<file path="src/include/wku_regs.svh">
`ifndef WKU_REGS_SVH
`define WKU_REGS_SVH
// byte addresses on the register bus
`define WKU_EDGE1_OFS 8'h00
`define WKU_EDGE2_OFS 8'h04
`define WKU_EDGE3_OFS 8'h08
`define WKU_PEND1_OFS 8'h0c
`define WKU_PEND2_OFS 8'h10
`define WKU_PEND3_OFS 8'h14
`define WKU_EN1_OFS 8'h18
`define WKU_EN2_OFS 8'h1c
`define WKU_EN3_OFS 8'h20
`define WKU_PCL1_OFS 8'h24
`define WKU_PCL2_OFS 8'h28
`define WKU_PCL3_OFS 8'h2c
`define WKU_STAT_OFS 8'h30
`define WKU_MASK_OFS 8'h34
`define WKU_CTL_OFS 8'h38
// reset values
`define WKU_EDGE_RST 24'h000000
`define WKU_PEND_RST 24'h000000
`define WKU_EN_RST 24'h000000
`define WKU_EV_RST 2'h0
// status / mask bits
`define WKU_EV_WAKE 0
`define WKU_EV_REFUSE 1
// control bits
`define WKU_CTL_IDLE 0
// wake input numbering inside the 24-bit vectors
`define WKU_IN20 8
`define WKU_IN24 12
`define WKU_IN26 14
`define WKU_IN27 15
`endif

</file>
<file path="src/include/wku_pkg.sv">
`default_nettype none
package wku_pkg;
   typedef enum logic [0:0] {BusIdle, BusDone} wku_bus_st_t;
   typedef enum logic [2:0] {
      RegEdge, RegPend, RegEn, RegClr, RegStat, RegMask, RegCtl, RegNone
   } wku_reg_t;
   typedef struct packed {
      wku_reg_t kind;
      logic [1:0] grp;
   } wku_dec_t;
endpackage
`default_nettype wire

</file>
<file path="src/include/wku_edge_if.sv">
`timescale 1ns/10ps
`default_nettype none
interface wku_edge_if;
   logic [23:0] rawIn;
   logic [23:0] edgeSel;
   logic [23:0] hit;
   modport det (input rawIn, input edgeSel, output hit);
   modport ctl (output rawIn, output edgeSel, input hit);
endinterface
`default_nettype wire

</file>
<file path="src/rtl/wku_rst_sync.sv">
`timescale 1ns/10ps
`default_nettype none
module wku_rst_sync (
   input wire logic clk,
   input wire logic rst_n,
   output logic rstSync_n
);
   logic stage1_q;
   always_ff @(posedge clk or negedge rst_n) begin
      if (!rst_n) begin
         stage1_q <= 1'b0;
         rstSync_n <= 1'b0;
      end else begin
         stage1_q <= 1'b1;
         rstSync_n <= stage1_q;
      end
   end
endmodule
`default_nettype wire

</file>
<file path="src/rtl/wku_edge_det.sv">
`timescale 1ns/10ps
`default_nettype none
module wku_edge_det (
   input wire logic clk,
   input wire logic rstSync_n,
   wku_edge_if.det edge_p
);
   logic [23:0] prev_q;
   logic [23:0] prev_d;
   always_comb begin
      prev_d = edge_p.rawIn;
   end
   always_ff @(posedge clk or negedge rstSync_n) begin
      if (!rstSync_n) begin
         prev_q <= 24'h000000;
      end else begin
         prev_q <= prev_d;
      end
   end
   // one-cycle hit on the selected edge: 0 rising, 1 falling
   for (genvar i = 0; i < 24; i++) begin : g_bit
      assign edge_p.hit[i] = edge_p.edgeSel[i] ?
         (prev_q[i] & ~edge_p.rawIn[i]) :
         (~prev_q[i] & edge_p.rawIn[i]);
   end
endmodule
`default_nettype wire

</file>
<file path="src/rtl/wku_wake_unit.sv">
// Behaviour
// - 24 inputs in three byte-wide groups
// - selected edge sets sticky pending bit
// - select 0 rising edge, 1 falling edge
// - edge selects reset to zero
// - detection runs independent of bus or idle
// - idle refused while enabled input pending
// - wake request is OR of pending-and-enabled
// - only enabled inputs can end idle
// - outputs 20-25 and 27 go to interrupts
// - disabled input drives its output raw
// - enabled input drives its pending bit
// - group one and three interrupt lines
// - group one line ORed with output 24
// - pending bits reset to zero
// - pending write of one sets, zero keeps
// - clear register write one clears pending
//
// The APB register port and the register offsets are this design's own decisions.
`timescale 1ns/10ps
`default_nettype none
`include "wku_regs.svh"
module wku_wake_unit
   import wku_pkg::*;
(
   input wire logic clk,
   input wire logic rst_n,
   input wire logic psel,
   input wire logic penable,
   input wire logic pwrite,
   input wire logic [7:0] paddr,
   input wire logic [31:0] pwdata,
   output logic pready,
   output logic [31:0] prdata,
   output logic pslverr,
   input wire logic [23:0] wakeInput,
   output logic wakeRequest,
   output logic idleGrant,
   output logic [6:0] individualWakeOut,
   output logic groupOneInterrupt,
   output logic groupThreeInterrupt,
   output logic combinedWakeInterrupt,
   output logic irq
);
   logic rstSync_n;
   wku_edge_if edgeBus ();

   wku_rst_sync i_wku_rst_sync (
      .clk(clk),
      .rst_n(rst_n),
      .rstSync_n(rstSync_n)
   );

   wku_edge_det i_wku_edge_det (
      .clk(clk),
      .rstSync_n(rstSync_n),
      .edge_p(edgeBus)
   );

   function automatic wku_dec_t decode(input logic [7:0] a);
      wku_dec_t d;
      d.kind = RegNone;
      d.grp = 2'h0;
      case (a)
         `WKU_EDGE1_OFS: d = '{RegEdge, 2'h0};
         `WKU_EDGE2_OFS: d = '{RegEdge, 2'h1};
         `WKU_EDGE3_OFS: d = '{RegEdge, 2'h2};
         `WKU_PEND1_OFS: d = '{RegPend, 2'h0};
         `WKU_PEND2_OFS: d = '{RegPend, 2'h1};
         `WKU_PEND3_OFS: d = '{RegPend, 2'h2};
         `WKU_EN1_OFS: d = '{RegEn, 2'h0};
         `WKU_EN2_OFS: d = '{RegEn, 2'h1};
         `WKU_EN3_OFS: d = '{RegEn, 2'h2};
         `WKU_PCL1_OFS: d = '{RegClr, 2'h0};
         `WKU_PCL2_OFS: d = '{RegClr, 2'h1};
         `WKU_PCL3_OFS: d = '{RegClr, 2'h2};
         `WKU_STAT_OFS: d = '{RegStat, 2'h0};
         `WKU_MASK_OFS: d = '{RegMask, 2'h0};
         `WKU_CTL_OFS: d = '{RegCtl, 2'h0};
         default: d = '{RegNone, 2'h0};
      endcase
      return d;
   endfunction

   function automatic logic [4:0] grpBase(input logic [1:0] g);
      return {g, 3'h0};
   endfunction

   wku_bus_st_t busSt_q, busSt_d;
   logic pready_q, pready_d;
   logic [31:0] prdata_q, prdata_d;
   logic pslverr_q, pslverr_d;
   logic [23:0] edgeSel_q, edgeSel_d;
   logic [23:0] en_q, en_d;
   logic [23:0] pend_q, pend_d;
   logic [1:0] stat_q, stat_d;
   logic [1:0] mask_q, mask_d;
   logic idleReq_q, idleReq_d;
   logic idleGrant_q, idleGrant_d;
   logic wakeReq_q, wakeReq_d;
   logic [6:0] indiv_q, indiv_d;
   logic grpOne_q, grpOne_d;
   logic grpThree_q, grpThree_d;
   logic comb_q, comb_d;
   logic irq_q, irq_d;

   wku_dec_t dec;
   logic wrAcc;
   logic [23:0] setMask;
   logic [23:0] clrMask;
   logic [23:0] active;
   logic [23:0] indivAll;
   logic [1:0] ev;

   assign edgeBus.rawIn = wakeInput;
   assign edgeBus.edgeSel = edgeSel_q;
   assign dec = decode(paddr);
   // a write takes effect at the edge where pready is sampled high
   assign wrAcc = psel & penable & pwrite & pready_q;

   // bus handshake: one wait state, then pready for one cycle
   always_comb begin
      busSt_d = busSt_q;
      pready_d = 1'b0;
      prdata_d = prdata_q;
      pslverr_d = 1'b0;
      case (busSt_q)
         BusIdle: begin
            if (psel && penable) begin
               busSt_d = BusDone;
               pready_d = 1'b1;
               pslverr_d = (dec.kind == RegNone);
               prdata_d = 32'h00000000;
               if (!pwrite) begin
                  case (dec.kind)
                     RegEdge:
                        prdata_d[7:0] = edgeSel_q[grpBase(dec.grp) +: 8];
                     RegPend:
                        prdata_d[7:0] = pend_q[grpBase(dec.grp) +: 8];
                     RegEn:
                        prdata_d[7:0] = en_q[grpBase(dec.grp) +: 8];
                     RegStat: prdata_d[1:0] = stat_q;
                     RegMask: prdata_d[1:0] = mask_q;
                     RegCtl: prdata_d[`WKU_CTL_IDLE] = idleReq_q;
                     default: prdata_d = 32'h00000000;
                  endcase
               end
            end
         end
         BusDone: busSt_d = BusIdle;
         default: busSt_d = BusIdle;
      endcase
   end

   always_ff @(posedge clk or negedge rstSync_n) begin
      if (!rstSync_n) begin
         busSt_q <= BusIdle;
         pready_q <= 1'b0;
         prdata_q <= 32'h00000000;
         pslverr_q <= 1'b0;
      end else begin
         busSt_q <= busSt_d;
         pready_q <= pready_d;
         prdata_q <= prdata_d;
         pslverr_q <= pslverr_d;
      end
   end

   // software set and clear masks for the pending bits
   always_comb begin
      setMask = 24'h000000;
      clrMask = 24'h000000;
      if (wrAcc && dec.kind == RegPend) begin
         setMask[grpBase(dec.grp) +: 8] = pwdata[7:0];
      end
      if (wrAcc && dec.kind == RegClr) begin
         clrMask[grpBase(dec.grp) +: 8] = pwdata[7:0];
      end
   end

   // configuration and pending state
   always_comb begin
      edgeSel_d = edgeSel_q;
      en_d = en_q;
      mask_d = mask_q;
      idleReq_d = idleReq_q;
      if (wrAcc) begin
         case (dec.kind)
            RegEdge: edgeSel_d[grpBase(dec.grp) +: 8] = pwdata[7:0];
            RegEn: en_d[grpBase(dec.grp) +: 8] = pwdata[7:0];
            RegMask: mask_d = pwdata[1:0];
            RegCtl: idleReq_d = pwdata[`WKU_CTL_IDLE];
            default: mask_d = mask_q;
         endcase
      end
      // edge hits and software sets win over a clear in the same cycle
      pend_d = (pend_q & ~clrMask) | edgeBus.hit | setMask;
   end

   always_ff @(posedge clk or negedge rstSync_n) begin
      if (!rstSync_n) begin
         edgeSel_q <= `WKU_EDGE_RST;
         en_q <= `WKU_EN_RST;
         pend_q <= `WKU_PEND_RST;
         mask_q <= `WKU_EV_RST;
         idleReq_q <= 1'b0;
      end else begin
         edgeSel_q <= edgeSel_d;
         en_q <= en_d;
         pend_q <= pend_d;
         mask_q <= mask_d;
         idleReq_q <= idleReq_d;
      end
   end

   assign active = pend_q & en_q;
   // enabled inputs show pending, disabled ones pass the raw input
   assign indivAll = (en_q & pend_q) | (~en_q & wakeInput);

   // outputs toward power control and the interrupt unit
   always_comb begin
      wakeReq_d = |active;
      idleGrant_d = idleReq_q & ~(|active);
      indiv_d = {indivAll[`WKU_IN27], indivAll[`WKU_IN20 +: 6]};
      grpOne_d = |active[7:0];
      grpThree_d = |active[23:16];
      comb_d = (|active[7:0]) | indivAll[`WKU_IN24];
      ev = 2'h0;
      ev[`WKU_EV_WAKE] = (|active) & ~wakeReq_q;
      ev[`WKU_EV_REFUSE] = idleReq_q & (|active);
      stat_d = stat_q;
      if (wrAcc && dec.kind == RegStat) begin
         stat_d = stat_q & ~pwdata[1:0];
      end
      stat_d = stat_d | ev;
      irq_d = |(stat_q & mask_q);
   end

   always_ff @(posedge clk or negedge rstSync_n) begin
      if (!rstSync_n) begin
         wakeReq_q <= 1'b0;
         idleGrant_q <= 1'b0;
         indiv_q <= 7'h00;
         grpOne_q <= 1'b0;
         grpThree_q <= 1'b0;
         comb_q <= 1'b0;
         stat_q <= `WKU_EV_RST;
         irq_q <= 1'b0;
      end else begin
         wakeReq_q <= wakeReq_d;
         idleGrant_q <= idleGrant_d;
         indiv_q <= indiv_d;
         grpOne_q <= grpOne_d;
         grpThree_q <= grpThree_d;
         comb_q <= comb_d;
         stat_q <= stat_d;
         irq_q <= irq_d;
      end
   end

   assign pready = pready_q;
   assign prdata = prdata_q;
   assign pslverr = pslverr_q;
   assign wakeRequest = wakeReq_q;
   assign idleGrant = idleGrant_q;
   assign individualWakeOut = indiv_q;
   assign groupOneInterrupt = grpOne_q;
   assign groupThreeInterrupt = grpThree_q;
   assign combinedWakeInterrupt = comb_q;
   assign irq = irq_q;
endmodule
`default_nettype wire

</file>
<file path="config.mk">
export PLATFORM = sky130hd
export DESIGN_NAME = wku_wake_unit
export DESIGN_NICKNAME = d
export VERILOG_FILES = /design/src/include/wku_pkg.sv /design/src/include/wku_edge_if.sv /design/src/rtl/wku_rst_sync.sv /design/src/rtl/wku_edge_det.sv /design/src/rtl/wku_wake_unit.sv
export VERILOG_INCLUDE_DIRS = /design/src /design/src/include
export SDC_FILE = /design/constraint.sdc
export NUM_CORES = 1
export LEC_CHECK = 0
export BUFFER_PORTS_ARGS = -buffer_cell sky130_fd_sc_hd__clkbuf_2
export CORE_ASPECT_RATIO = 0.6
export CORE_MARGIN = 3
export CORE_UTILIZATION = 60
export CTS_CLUSTER_SIZE = 25
export DETAILED_ROUTE_END_ITERATION = 6
export GPL_TIMING_DRIVEN = 0
export PLACE_DENSITY = 0.85
export SLEW_MARGIN = 20
export SYNTH_ARGS = -nofsm -noshare
export SYNTH_HDL_FRONTEND = slang
export SYNTH_SLANG_ARGS = --single-unit
</file>
<file path="constraint.sdc">
create_clock -name clk -period 11 [get_ports clk]
set_input_delay 1.1 -clock clk [delete_from_list [all_inputs] [get_ports clk]]
set_output_delay 1.1 -clock clk [all_outputs]
set_load 0.02 [all_outputs]
</file>
==> summary.txt <==
Run status
  • Outcome: finished clean

Floorplan
  • Area of the core: 0.0100 mm²
  • Die X: 138 µm
  • Die ar.: 0.0117 mm²
  • Initial Util: 0.624
  • DIE HEIGHT: 85.1 µm
  • IO Pins: 116
  • Cell row count: 28

Synth
  • EDFF count, synth: 0
  • Library cells used by synthesis: 64
  • Synth Area in Adders: 0.00600
  • Largest cells by area after synthesis: dfrtp_1, o21ai_0, nand2_1
  • Most used DFF post-synth: dfrtp_1
  • Cell Area, Synth: 0.00625 mm²
  • Mapped Cells: 613
  • Asr flop ratio synth: 1.00
  • Synth top area share: 0.504
  • #FFs+latches synth: 126
  • Post-synthesis compound-gate area fraction: 0.202
  • Simple logic cell fraction of the synthesized area: 0.166
  • Avg Cell Area, Syn: 10.2 µm²
  • Register area share after synthesis: 0.504
  • Multiplexer share of the synthesized area: 0.0556
  • Biggest area consumer among synthesized cells: dfrtp_1
  • Post-synthesis xor/xnor area fraction: 0.00280
  • Largest family of logic cells by synthesized area: compound AO/OA/AOI/OAI gates
  • Synth warn: 0

Critical path
  • WP data required: 11.28 ns
  • Worst Setup End Kind: register
  • CP Data Arrival Time: 4.32 ns
  • Crit path max fanout: 10
  • Kind of start point of the critical path: input pin
  • Crit path kind: in -> reg

Detailed routing
  • Vias: 5499
  • WL/cell: 22.2 µm
  • Final wirelength: 19300 µm
  • Vias per cell: 6.32
  • Drt first pass iters: 5
  • Antenna Nets Post-Route: 0
  • DRT iter0 DRCs: 707
  • Post-route DRC: 0

Place
  • Port buffer count: 66
  • Detailed placement HPWL: 13900 µm
  • Placement Setup Slack: 6.58 ns
  • Post-Place Cells: 839
  • Placer Congestion: 0.938
  • Placed Instance Area: 0.00690 mm²

CTS
  • Cts hold-fix bufs: 0
  • Clock sinks: 126
  • CTS tree: done
  • Cts bufs inserted: 17
  • Worst-skew pair later-pin latency: 0.43 ns
  • Clock transition at path regs: 0.06 ns
  • H-tree Lvls: 4
  • CTS max path bufs: 2
  • Setup Fix Bufs, Post-CTS: 0
  • Root Buffer: clkbuf_16
  • Cts repair resizes: 0

STA
  • Crit share post-route: 0.368
  • Worst slew margin: 0.373
  • Worst Tran Pin Value: 0.917 ns
  • Clk_skew: 0.00664 ns
  • Worst setup margin: 6.95 ns
  • Setup Viol. Count Final: 0
  • Unrepaired setup endpoints after global routing: false
  • Fin crit period: 4.05 ns
  • Hold Vio Cnt, Final: 0
  • WHS: 0.219 ns
  • Max Clock Freq: 0.247 GHz
  • Setup_tns: 0 ns
  • Slew Limit Fails: 0

GRT
  • Overall Global Routing Usage: 0.346
  • First-pass GRT wire length: 30000 µm
  • Initial antenna violation count: 1
  • Largest net degree at the start of global routing: 62
  • Vias in the first global route: 5335
  • Gr ovfl total: 0

Power
  • Leak Pwr: 3.34 nW
  • Peak VDD IR: 0.141 mV
  • Total Power: 1.13 mW
  • P per Cell Area: 151 mW/mm²

Final layout
  • Area delta synth->final: 19.8%
  • Layout cells sized above 1: 0.249
  • Post-layout util: 0.748
  • Commonest non-fill, non-tap cell in the layout: dfrtp_1
  • ANT cells: 0
  • Post-route cell area: 0.00749 mm²
  • Final #Nets: 795
  • Commonest cells after routing, fill and taps aside: dfrtp_1, nand2_1, o21ai_0
  • Post-route insts no fill: 870

Flow run
  • Max_cap viols: 0

Min path
  • HP Class: reg -> async
[per-layer routing]
layer | track usage | wire length, µm | vias to the layer above
met5 | 0 | 0 | -
met4 | 0.121 | 508 | 0
met3 | 0.0936 | 2050 | 52
met2 | 0.504 | 8450 | 309
met1 | 0.503 | 8300 | 2704
li1 | - | - | 2434
[worst max-delay path, cell delays in order]
cell and delay, ns:
clkbuf_2 0.11, buf_6 0.14, nor2b_1 0.19, a221oi_4 0.67, nand2b_1 0.19, buf_2 0.21, ha_1 0.31, clkbuf_1 0.24
nor2_1 0.20, o21a_1 0.37, nand2_1 0.18, o21ai_0 0.23, o2111ai_1 0.16
[path summary, 6_finish.rpt]
kind / from / end / slack [ns] / cells past startpoint
min reg2reg: i_wku_rst_sync.rstSync_n$_DFF_PN0_ / prdata[0]$_DFFE_PN0P_ / 0.22 / 0
max in group asynchronous: i_wku_rst_sync.rstSync_n$_DFF_PN0_ / en_q[7]$_DFFE_PN0P_ / 10.19 / 1
max reg2reg: busSt_q$_DFF_PN0_ / en_q[16]$_DFFE_PN0P_ / 8.91 / 6
min in group clk: i_wku_rst_sync.stage1_q$_DFF_PN0_ / i_wku_rst_sync.rstSync_n$_DFF_PN0_ / 0.37 / 0
min: i_wku_rst_sync.rstSync_n$_DFF_PN0_ / prdata[0]$_DFFE_PN0P_ / 0.22 / 0
max: paddr[4] / pend_q[17]$_DFF_PN0_ / 6.95 / 13
[power by group]
| group | leakage (nW) | total, mW | switching [mW] | internal (mW) |
|---|---|---|---|---|
| combinational | 1.51 | 0.0954 | 0.0608 | 0.0346 |
| clock | 0.282 | 0.561 | 0.216 | 0.345 |
| sequential | 1.55 | 0.477 | 0.00531 | 0.471 |
| total | 3.34 | 1.13 | 0.282 | 0.851 |
[final cells by class]
class	count	area, µm²
clock buffer	19	453
clock inverter	12	136
buffer	49	343
inverter	12	45.0
fill	707	2530
multi-input combinational	449	2800
tap	135	169
timing repair buffer	68	385
sequential	126	3160
[logic make-up (layout without fill, tap and decap cells)]
| group | Yosys count | in the layout |
|---|---|---|
| XOR/XNOR | 2 | 2 |
| buffers and inverters | 61 | 160 |
| other | 2 | 25 |
| flip-flops | 126 | 126 |
| adder cells (fa/ha/maj) | 3 | 3 |
| AO/OA/AOI/OAI | 184 | 184 |
| AND/OR/NAND/NOR | 203 | 203 |
| multiplexers | 32 | 32 |
[cell usage after synthesis (8+ instances only)]
cell type,count
nand3b_1,10
or3b_2,9
mux2i_1,10
nand2_1,92
a22o_1,15
or3_1,8
and2_1,12
o21ai_0,80
dfrtp_1,126
mux2_2,22
buf_4,27
a22oi_1,16
nor2_1,21
inv_1,12
clkbuf_1,8
nand3_1,15
o2111ai_1,16
a211o_1,9
[sequential cells by signal (all words and copies together) (netlist names), 2 cells and up]
| signal | flops |
|---|---|
| edgeBus.edgeSel | 24 |
| en_q | 24 |
| i_wku_edge_det.prev_q | 24 |
| pend_q | 24 |
| prdata | 8 |
| individualWakeOut | 7 |
| mask_q | 2 |
| stat_q | 2 |
Note: power is estimated with default switching activity, not from simulation.
